[src/verilog/fp_regs.vh]
// Register offsets, reset values and timing constants for the
// front-panel status sequencer. Definitions only.
`ifndef FP_REGS_VH
`define FP_REGS_VH

// APB register byte offsets
`define FP_CTRL_OFS      8'h00
`define FP_STATE_OFS     8'h04
`define FP_IRQ_STAT_OFS  8'h08
`define FP_IRQ_EN_OFS    8'h0C
`define FP_IRQ_CLR_OFS   8'h10

// Reset values
`define FP_CTRL_RST      1'h0
`define FP_IRQ_EN_RST    6'h00

// CTRL field: software stop request
`define FP_CTRL_STOP_BIT 0

// Event bits, same layout in status, enable and clear
`define FP_EV_READY      0
`define FP_EV_STOPPED    1
`define FP_EV_CLASS1     2
`define FP_EV_CLASS2     3
`define FP_EV_START_FLT  4
`define FP_EV_HEAD_FAIL  5
`define FP_EV_W          6

// Timing
`define FP_CLK_HZ        125000000
`define FP_SPINUP_S      60
`define FP_SLOW_MS       1000
`define FP_FAST_MS       500
`define FP_HALF_FAST     26'h1DCD650

`endif

[src/verilog/fp_sync.v]
// Two-flop synchroniser for a vector of pin inputs.
// Assumes each bit is a slow level from outside the mclk domain.
`timescale 1ns/1ps
module fp_sync #(
  parameter W = 1
) (
  input  wire         mclk,
  input  wire         rst,
  input  wire [W-1:0] d,
  output reg  [W-1:0] q
);

  reg [W-1:0] meta;

  // First stage feeds the second stage only
  always @(posedge mclk)
  begin
    if (rst)
    begin
      meta <= {W{1'b0}};
      q    <= {W{1'b0}};
    end
    else
    begin
      meta <= d;
      q    <= meta;
    end
  end

endmodule

[src/verilog/fp_blink.v]
// Free-running blink generator: a fast and a slow square wave.
// Assumes one clock; the slow wave toggles on every second fast toggle.
`timescale 1ns/1ps
module fp_blink #(
  parameter       CW        = 26,
  parameter [CW-1:0] HALF_FAST = 26'd31250000
) (
  input  wire mclk,
  input  wire rst,
  output reg  fast,
  output reg  slow
);

  reg [CW-1:0] cnt;

  always @(posedge mclk)
  begin
    if (rst)
    begin
      cnt  <= {CW{1'b0}};
      fast <= 1'b0;
      slow <= 1'b0;
    end
    else if (cnt == HALF_FAST - 1'b1)
    begin
      cnt  <= {CW{1'b0}};
      fast <= ~fast;
      if (fast)
        slow <= ~slow;
    end
    else
      cnt <= cnt + 1'b1;
  end

endmodule

[src/verilog/front_panel_status_sequencer.v]
// Front-panel status and interlock sequencer with APB registers.
// Assumes all panel and drive-interface inputs are asynchronous levels;
// APB comes from logic on mclk.
//
// Notes on behaviour
// - Commands ignored until ready
// - Steady green only when fully ready
// - Green blinks during start and stop
// - Class one fault: steady red, restore clears
// - Class two fault: blink red, shutdown clears
// - Head retract failure: stop, both blink, locked
// - Cartridge tab removed blocks cartridge writes
// - Fixed protect switch blocks fixed writes
// - Idle keeps both indicators dark
// - No cartridge seated or door open, with DC power on: blink red, no spin
// - Run off clears start fault, retry allowed
// - One-second blink during spin-up, then steady
// - Half-second blink during stop, then dark
// - Spin-up needs all start conditions true
// - Spin-up cycle lasts about sixty seconds
// - Spin request drop or run off stops
// - Panel stop waits for write gate
`timescale 1ns/1ps
`include "fp_regs.vh"
module front_panel_status_sequencer #(
  parameter [63:0] SPINUP_CYCLES = 64'd`FP_SPINUP_S * 64'd`FP_CLK_HZ,
  parameter [25:0] HALF_FAST     = `FP_HALF_FAST
) (
  input  wire        mclk,
  input  wire        rst,
  input  wire        psel,
  input  wire        penable,
  input  wire        pwrite,
  input  wire [7:0]  paddr,
  input  wire [31:0] pwdata,
  output reg  [31:0] prdata,
  output reg         pready,
  output reg         pslverr,
  output reg         irq,
  input  wire        run_sw,
  input  wire        cart_seated,
  input  wire        door_closed,
  input  wire        dc_power,
  input  wire        spindle_on,
  input  wire        power_safe,
  input  wire        write_gate,
  input  wire        cart_protect,
  input  wire        fixed_protect,
  input  wire        cart_addressed,
  input  wire        spindle_stopped,
  input  wire        head_retract_fail,
  input  wire        class1_fault,
  input  wire        class2_fault,
  input  wire        restore,
  input  wire        cmd_strobe,
  output reg         ready_led,
  output reg         fault_led,
  output reg         door_lock,
  output reg         spindle_run,
  output reg         drive_ready,
  output reg         cmd_accept,
  output reg         write_enable
);

  // ----------------------------------------------------------------
  // States
  // ----------------------------------------------------------------
  localparam [5:0] S_IDLE  = 6'h01;
  localparam [5:0] S_SFLT  = 6'h02;
  localparam [5:0] S_SPUP  = 6'h04;
  localparam [5:0] S_READY = 6'h08;
  localparam [5:0] S_SPDN  = 6'h10;
  localparam [5:0] S_HEAD  = 6'h20;

  // ----------------------------------------------------------------
  // Input synchronisers
  // ----------------------------------------------------------------
  wire [15:0] pins_s;
  fp_sync #(
    .W (16)
  ) u_sync (
    .mclk (mclk),
    .rst  (rst),
    .d    ({cmd_strobe, restore, class2_fault, class1_fault,
            head_retract_fail, spindle_stopped, cart_addressed,
            fixed_protect, cart_protect, write_gate, power_safe,
            spindle_on, dc_power, door_closed, cart_seated, run_sw}),
    .q    (pins_s)
  );

  wire run_s    = pins_s[0];
  wire seat_s   = pins_s[1];
  wire door_s   = pins_s[2];
  wire dcp_s    = pins_s[3];
  wire spon_s   = pins_s[4];
  wire psafe_s  = pins_s[5];
  wire wg_s     = pins_s[6];
  wire cprot_s  = pins_s[7];
  wire fprot_s  = pins_s[8];
  wire csel_s   = pins_s[9];
  wire stop_s   = pins_s[10];
  wire hfail_s  = pins_s[11];
  wire c1_s     = pins_s[12];
  wire c2_s     = pins_s[13];
  wire rest_s   = pins_s[14];
  wire cmd_s    = pins_s[15];

  // ----------------------------------------------------------------
  // Blink source
  // ----------------------------------------------------------------
  wire blink_fast;
  wire blink_slow;
  fp_blink #(
    .CW        (26),
    .HALF_FAST (HALF_FAST)
  ) u_blink (
    .mclk (mclk),
    .rst  (rst),
    .fast (blink_fast),
    .slow (blink_slow)
  );

  // ----------------------------------------------------------------
  // Registers and state
  // ----------------------------------------------------------------
  reg [5:0]  state;
  reg [5:0]  next_state;
  reg [63:0] spin_cnt;
  reg        sw_stop;
  reg        c1_flag;
  reg        c2_flag;
  reg        rest_d;
  reg        cmd_d;
  reg [`FP_EV_W-1:0] irq_stat;
  reg [`FP_EV_W-1:0] irq_en;

  wire start_ok  = seat_s & door_s & dcp_s & spon_s & psafe_s;
  wire spinning  = (state == S_SPUP) | (state == S_READY);
  wire panel_off = ~run_s | sw_stop;
  wire rest_edge = rest_s & ~rest_d;
  wire cmd_edge  = cmd_s & ~cmd_d;
  wire spun_up   = (spin_cnt == SPINUP_CYCLES - 64'd1);

  always @*
  begin
    next_state = state;
    case (state)
      S_IDLE:
      begin
        if (run_s & ~sw_stop & start_ok)
          next_state = S_SPUP;
        else if (run_s & ~sw_stop & dcp_s & ~(seat_s & door_s))
          next_state = S_SFLT;
      end
      S_SFLT:
        if (panel_off)
          next_state = S_IDLE;
      S_SPUP, S_READY:
      begin
        if (hfail_s)
          next_state = S_HEAD;
        else if (~spon_s | (panel_off & ~wg_s))
          next_state = S_SPDN;
        else if (state == S_SPUP && spun_up)
          next_state = S_READY;
      end
      S_SPDN:
        if (hfail_s)
          next_state = S_HEAD;
        else if (stop_s)
          next_state = S_IDLE;
      S_HEAD:
        next_state = S_HEAD;
      default:
        next_state = S_IDLE;
    endcase
  end

  always @(posedge mclk)
  begin
    if (rst)
    begin
      state    <= S_IDLE;
      spin_cnt <= 64'd0;
      rest_d   <= 1'b0;
      cmd_d    <= 1'b0;
    end
    else
    begin
      state  <= next_state;
      rest_d <= rest_s;
      cmd_d  <= cmd_s;
      if (state == S_SPUP && next_state == S_SPUP)
        spin_cnt <= spin_cnt + 64'd1;
      else
        spin_cnt <= 64'd0;
    end
  end

  // ----------------------------------------------------------------
  // Fault classes
  // ----------------------------------------------------------------
  always @(posedge mclk)
  begin
    if (rst)
    begin
      c1_flag <= 1'b0;
      c2_flag <= 1'b0;
    end
    else
    begin
      if (spinning & c1_s)
        c1_flag <= 1'b1;
      else if (rest_edge)
        c1_flag <= 1'b0;
      if (spinning & c2_s)
        c2_flag <= 1'b1;
      else if (state == S_SPDN && next_state == S_IDLE)
        c2_flag <= 1'b0;
    end
  end

  // ----------------------------------------------------------------
  // Panel and interface outputs
  // ----------------------------------------------------------------
  always @(posedge mclk)
  begin
    if (rst)
    begin
      ready_led    <= 1'b0;
      fault_led    <= 1'b0;
      door_lock    <= 1'b0;
      spindle_run  <= 1'b0;
      drive_ready  <= 1'b0;
      cmd_accept   <= 1'b0;
      write_enable <= 1'b0;
    end
    else
    begin
      case (state)
        S_SPUP:  ready_led <= blink_slow;
        S_READY: ready_led <= 1'b1;
        S_SPDN:  ready_led <= blink_fast;
        S_HEAD:  ready_led <= blink_slow;
        default: ready_led <= 1'b0;
      endcase
      if (state == S_HEAD || state == S_SFLT || c2_flag)
        fault_led <= blink_slow;
      else
        fault_led <= c1_flag & (state != S_IDLE);
      // Latch holds on a head failure
      door_lock   <= ~(state == S_IDLE || state == S_SFLT);
      spindle_run <= spinning;
      drive_ready <= (state == S_READY);
      cmd_accept  <= cmd_edge & (state == S_READY);
      write_enable <= (state == S_READY) & wg_s &
                      ~(csel_s & cprot_s) & ~(~csel_s & fprot_s);
    end
  end

  // ----------------------------------------------------------------
  // Interrupt events
  // ----------------------------------------------------------------
  wire [`FP_EV_W-1:0] events;
  assign events[`FP_EV_READY]     = (next_state == S_READY) & (state != S_READY);
  assign events[`FP_EV_STOPPED]   = (state == S_SPDN) & (next_state == S_IDLE);
  assign events[`FP_EV_CLASS1]    = spinning & c1_s & ~c1_flag;
  assign events[`FP_EV_CLASS2]    = spinning & c2_s & ~c2_flag;
  assign events[`FP_EV_START_FLT] = (next_state == S_SFLT) & (state != S_SFLT);
  assign events[`FP_EV_HEAD_FAIL] = (next_state == S_HEAD) & (state != S_HEAD);

  // ----------------------------------------------------------------
  // APB slave
  // ----------------------------------------------------------------
  wire       wr_acc = psel & penable & pready & pwrite;
  wire       setup  = psel & ~penable;

  function mapped;
    input [7:0] a;
    begin
      mapped = (a == `FP_CTRL_OFS) | (a == `FP_STATE_OFS) |
               (a == `FP_IRQ_STAT_OFS) | (a == `FP_IRQ_EN_OFS) |
               (a == `FP_IRQ_CLR_OFS);
    end
  endfunction

  reg [31:0] next_rdata;
  always @*
  begin
    case (paddr)
      `FP_CTRL_OFS:     next_rdata = {31'h0, sw_stop};
      `FP_STATE_OFS:    next_rdata = {24'h0, c2_flag, c1_flag, state};
      `FP_IRQ_STAT_OFS: next_rdata = {26'h0, irq_stat};
      `FP_IRQ_EN_OFS:   next_rdata = {26'h0, irq_en};
      default:          next_rdata = 32'h0;
    endcase
  end

  always @(posedge mclk)
  begin
    if (rst)
    begin
      prdata   <= 32'h0;
      pready   <= 1'b0;
      pslverr  <= 1'b0;
      sw_stop  <= `FP_CTRL_RST;
      irq_en   <= `FP_IRQ_EN_RST;
      irq_stat <= {`FP_EV_W{1'b0}};
      irq      <= 1'b0;
    end
    else
    begin
      // One wait-free access phase after each setup
      pready  <= setup;
      pslverr <= setup & ~mapped(paddr);
      if (setup)
        prdata <= pwrite ? 32'h0 : next_rdata;
      if (wr_acc && paddr == `FP_CTRL_OFS)
        sw_stop <= pwdata[`FP_CTRL_STOP_BIT];
      if (wr_acc && paddr == `FP_IRQ_EN_OFS)
        irq_en <= pwdata[`FP_EV_W-1:0];
      // Set wins over a clear in the same cycle
      if (wr_acc && paddr == `FP_IRQ_CLR_OFS)
        irq_stat <= (irq_stat & ~pwdata[`FP_EV_W-1:0]) | events;
      else
        irq_stat <= irq_stat | events;
      irq <= |(irq_stat & irq_en);
    end
  end

endmodule

[config.mk]
export PLATFORM = sky130hd
export DESIGN_NAME = front_panel_status_sequencer
export DESIGN_NICKNAME = d
export VERILOG_FILES = /design/src/verilog/fp_sync.v /design/src/verilog/fp_blink.v /design/src/verilog/front_panel_status_sequencer.v
export VERILOG_INCLUDE_DIRS = /design/src /design/src/verilog
export SDC_FILE = /design/constraint.sdc
export NUM_CORES = 1
export LEC_CHECK = 0
export BUFFER_PORTS_ARGS = -buffer_cell sky130_fd_sc_hd__buf_4
export CELL_PAD_IN_SITES_DETAIL_PLACEMENT = 0
export CELL_PAD_IN_SITES_GLOBAL_PLACEMENT = 1
export CORE_UTILIZATION = 46
export DETAILED_ROUTE_END_ITERATION = 10
export GPL_TIMING_DRIVEN = 0
export PLACE_DENSITY = 0.94
export SYNTH_ARGS = -nofsm -noshare
export SYNTH_HDL_FRONTEND = slang
export SYNTH_SLANG_ARGS = --single-unit
[constraint.sdc]
create_clock -name mclk -period 5.92 [get_ports mclk]
set_clock_uncertainty 0.05 [all_clocks]
set_input_delay 1.48 -clock mclk [delete_from_list [all_inputs] [get_ports mclk]]
set_output_delay 1.48 -clock mclk [all_outputs]
set_load 0.1 [all_outputs]
==> metrics.cfg <==
[power]
clockPowerShare = 0.450
vdd_ir_drop_max_mv = 0.210
power.internal_mw = 1.76
power.share.combinational = 0.061
total_power_of_the_final_layout_mw = 2.30
power.static_leakage_nw = 3.02
p_seq_frac = 0.490
power.switching_fraction = 0.236
pwr_density_cell_nw_per_um2 = 277
switchingPower_mw = 0.544

[global_route]
overflow = 0
grt_antenna_before_repair = 0
grt_first_pass_wirelength_microns = 24000
grt_max_degree = 17
vias_in_the_first_global_route = 5063
grt_resource_usage_total = 0.187

[yosys]
xor_xnor_cell_area_share_of_the_yosys_netlist = 0.113
mappedNetlistArea_sq_um = 7070
seq_area_frac_synth = 0.467
synth_mux_area_frac = 0.0225
yosysTopAreaCellShare = 0.467
synth_compound_gate_area_share = 0.0448
post_synth_main_area_contributors = sky130_fd_sc_hd__dfxtp_1 (47%), sky130_fd_sc_hd__nor2_1 (7.3%), sky130_fd_sc_hd__xor2_1 (6.9%)
asyncSetResetFlopFracSynth = 0
yosys.area_share.adder = 0.00354
synth_simple_gate_area_share = 0.297
synth_top_family_by_area = simple AND/OR/NAND/NOR gates
netlist.top_cell.by_area = sky130_fd_sc_hd__dfxtp_1
synth.yosys.warnings = 0
synth_cell_type_count = 50
ys_ff_latch = 165
synth_area_per_cell_sq_um = 8.81
dominantRegCellSynth = sky130_fd_sc_hd__dfxtp_1
synthesized_netlist_cell_count = 803
synth_enable_flop_cells = 0

[worst_setup_path]
cp_max_fo = 8
cp_data_arrival_time_ns = 3.16
required_time_of_the_critical_path_ns = 6.23
worst_path_dominant_cell_family = simple AND/OR/NAND/NOR gates
worstSetupEndpointType = register
crit_type = in2reg
cpPeakStageDelay_ns = 0.93
cell_breakdown_of_the_critical_path = buf_4 > nor3_1 > nand2_1 > nor4_1 > a32oi_1 > nor2_1
cp_num_buf_inv = 1
setup.worst_path.start_class = input pin
cp_slowest_cell = sky130_fd_sc_hd__nor4_1

[route]
via_per_inst = 5.13
total_routed_length_microns = 14400
drt-wirelength-per-cell_microns = 13.2
first_iter_violations = 343
route.vias.total = 5587
postRouteAntennaNets = 0
detail_route.first_pass.iterations = 4
route.detailed.drc = 0

[sta]
final_max_slew_viol_count = 0
max_freq_mhz = 351
min_period_ns = 2.85
timing.final.setup_violations = 0
whs_ns = 0.345
relSlewSlack = 0.188
rsz_0062_raised_after_global_routing = no
min_period_over_period = 0.481
finalWorstSetupSlack_ns = 3.07
hold_viol_final = 0
setup_total_negative_slack_ns = 0
worst_pin_slew_ns = 1.21

[flow_run]
maxCapViolCount = 0

[floorplan]
start_util = 0.479
chipHeight_microns = 126
io_pins = 103
placeableCoreArea_sq_um = 14800
fp.dieArea_sq_um = 15900
cell_row_count = 44
die_width_microns = 126

[finish]
post-route-util = 0.564
final_layout_size_suffix_gt1_frac = 0.139
nFillCells = 1353
finalNetCount = 958
area_growth_syn_to_layout_pct = 17.7
antenna_cells = 0

[outcome]
status = finished, final reports clean

[clocking]
numCtsBuffers = 17
cts.clk_slew.worst_paths_ns = 0.07
post_cts.repair.setup_buffers = 0
cts_tree = built
postCtsHoldBufs = 0
ctsRootBufferMaster = sky130_fd_sc_hd__clkbuf_16
cts_repair_resize_count = 0
max-clock-path-buffers = 2
clkSinkCount = 165
clock_insertion_delay_worst_skew_ns = 0.43
clock_tree.htree_level_count = 4

[place]
gpl.final_weighted_congestion = 0.826
placement.io_buffers = 50
dp_hpwl_microns = 10200
place_worst_setup_slack_ns = 2.61

[hold_path]
holdCritPathClass = reg2reg

-- Yosys cell counts, types with 5 or more instances --
library cell                 n
sky130_fd_sc_hd__nand2_1    65
sky130_fd_sc_hd__mux2i_1     8
sky130_fd_sc_hd__a21oi_1    11
sky130_fd_sc_hd__buf_4      25
sky130_fd_sc_hd__xor2_1     56
sky130_fd_sc_hd__and4_1     10
sky130_fd_sc_hd__o21ai_0     6
sky130_fd_sc_hd__a22o_1      5
sky130_fd_sc_hd__nand3_1    38
sky130_fd_sc_hd__nor2_1    138
sky130_fd_sc_hd__nor3_1     31
sky130_fd_sc_hd__clkbuf_1   18
sky130_fd_sc_hd__nor2b_1    38
sky130_fd_sc_hd__or3_1       5
sky130_fd_sc_hd__a22oi_1    11
sky130_fd_sc_hd__nand4_1    34
sky130_fd_sc_hd__nor4_1     21
sky130_fd_sc_hd__inv_1      11
sky130_fd_sc_hd__dfxtp_1   165
sky130_fd_sc_hd__xnor2_1    35
sky130_fd_sc_hd__and3_1      9
sky130_fd_sc_hd__buf_2       7
sky130_fd_sc_hd__mux2_2      5
-- metal layers --
metal  routed length, microns  vias up  track usage
li1                         -     2883            -
met1                     7140     2586        0.259
met2                     6450      102        0.288
met3                      605       16       0.0446
met4                      184        0       0.0617
met5                        0        -            0
-- final cells by class --
cell class	instances	area, sq um	share of cell area
clock buffer	20	457	0.0549
sequential	165	3300	0.397
multi-input combinational	595	3490	0.419
tap	184	230	0.0277
timing repair buffer	50	375	0.0451
buffer	55	324	0.0390
clock inverter	10	100	0.0120
inverter	11	41.3	0.00496
-- state kept, by name, indices dropped and copies added, names as in the netlist, 6 cells and up --
signal       cells
prdata           8
spin_cnt        64
state            6
u_sync.meta     16
irq_stat         6
u_sync.q        16
irq_en           6
u_blink.cnt     26
-- placed cells by master, fill, tap and decap left out, types with 3 or more instances in the layout --
cell type                    count
sky130_fd_sc_hd__clkinvlp_4      4
sky130_fd_sc_hd__or2_2           3
sky130_fd_sc_hd__conb_1         24
sky130_fd_sc_hd__buf_2           7
sky130_fd_sc_hd__nand2b_1        3
sky130_fd_sc_hd__mux2_2          5
sky130_fd_sc_hd__dfxtp_1       165
sky130_fd_sc_hd__nand3_1        38
sky130_fd_sc_hd__nor3b_1         4
sky130_fd_sc_hd__nor3_1         31
sky130_fd_sc_hd__nand4_1        34
sky130_fd_sc_hd__and3_1          9
sky130_fd_sc_hd__clkbuf_1       19
sky130_fd_sc_hd__inv_1          11
sky130_fd_sc_hd__and2_1          4
sky130_fd_sc_hd__and4_1         10
sky130_fd_sc_hd__nor4_1         21
sky130_fd_sc_hd__xnor2_1        35
sky130_fd_sc_hd__nand2_1        65
sky130_fd_sc_hd__buf_1           3
sky130_fd_sc_hd__xor2_1         56
sky130_fd_sc_hd__o21ai_0         6
sky130_fd_sc_hd__a21oi_1        11
sky130_fd_sc_hd__a22oi_1        11
sky130_fd_sc_hd__or3_1           5
sky130_fd_sc_hd__nor2b_1        38
sky130_fd_sc_hd__nor2_1        138
sky130_fd_sc_hd__clkbuf_16      17
sky130_fd_sc_hd__buf_4          75
sky130_fd_sc_hd__a22o_1          5
sky130_fd_sc_hd__mux2i_1         8
sky130_fd_sc_hd__a31oi_1         4
-- worst paths after layout --
kind / slack (ns) / depth (start not counted) / to / startpoint
worst min-delay path: 0.35 / 1 / cmd_accept / cmd_d
worst max-delay path: 3.07 / 6 / prdata[7] / paddr[1]
worst min register to register: 0.35 / 1 / cmd_accept / cmd_d
worst max register to register: 3.17 / 8 / u_blink.cnt[8] / u_blink.cnt[0]
-- power by group through the flow --
stage | Combinational (mW) | Sequential (mW) | Clock, mW
final | 0.140 | 1.13 | 1.04
after global routing | 0.147 | 1.13 | 1.10
after CTS | 0.140 | 1.13 | 1.05
after detailed placement | 0.139 | 1.15 | 0
after global placement | 0.139 | 1.15 | 0
after floorplan | 0.107 | 1.16 | 0
-- per-stage QoR --
step	cells	cell area (sq um)
finish	1090	8320
global route	1090	8320
CTS	1090	8320
detailed placement	1060	7760
global placement	1060	7760
floorplan	826	7160
-- kinds of logic after synthesis --
group	after synthesis
adder cells (fa/ha/maj)	2
XOR/XNOR	91
flip-flops	165
multiplexers	14
AND/OR/NAND/NOR	418
other	1
AO/OA/AOI/OAI	46
buffers and inverters	66
No activity file was read; power rests on OpenSTA's default activity.
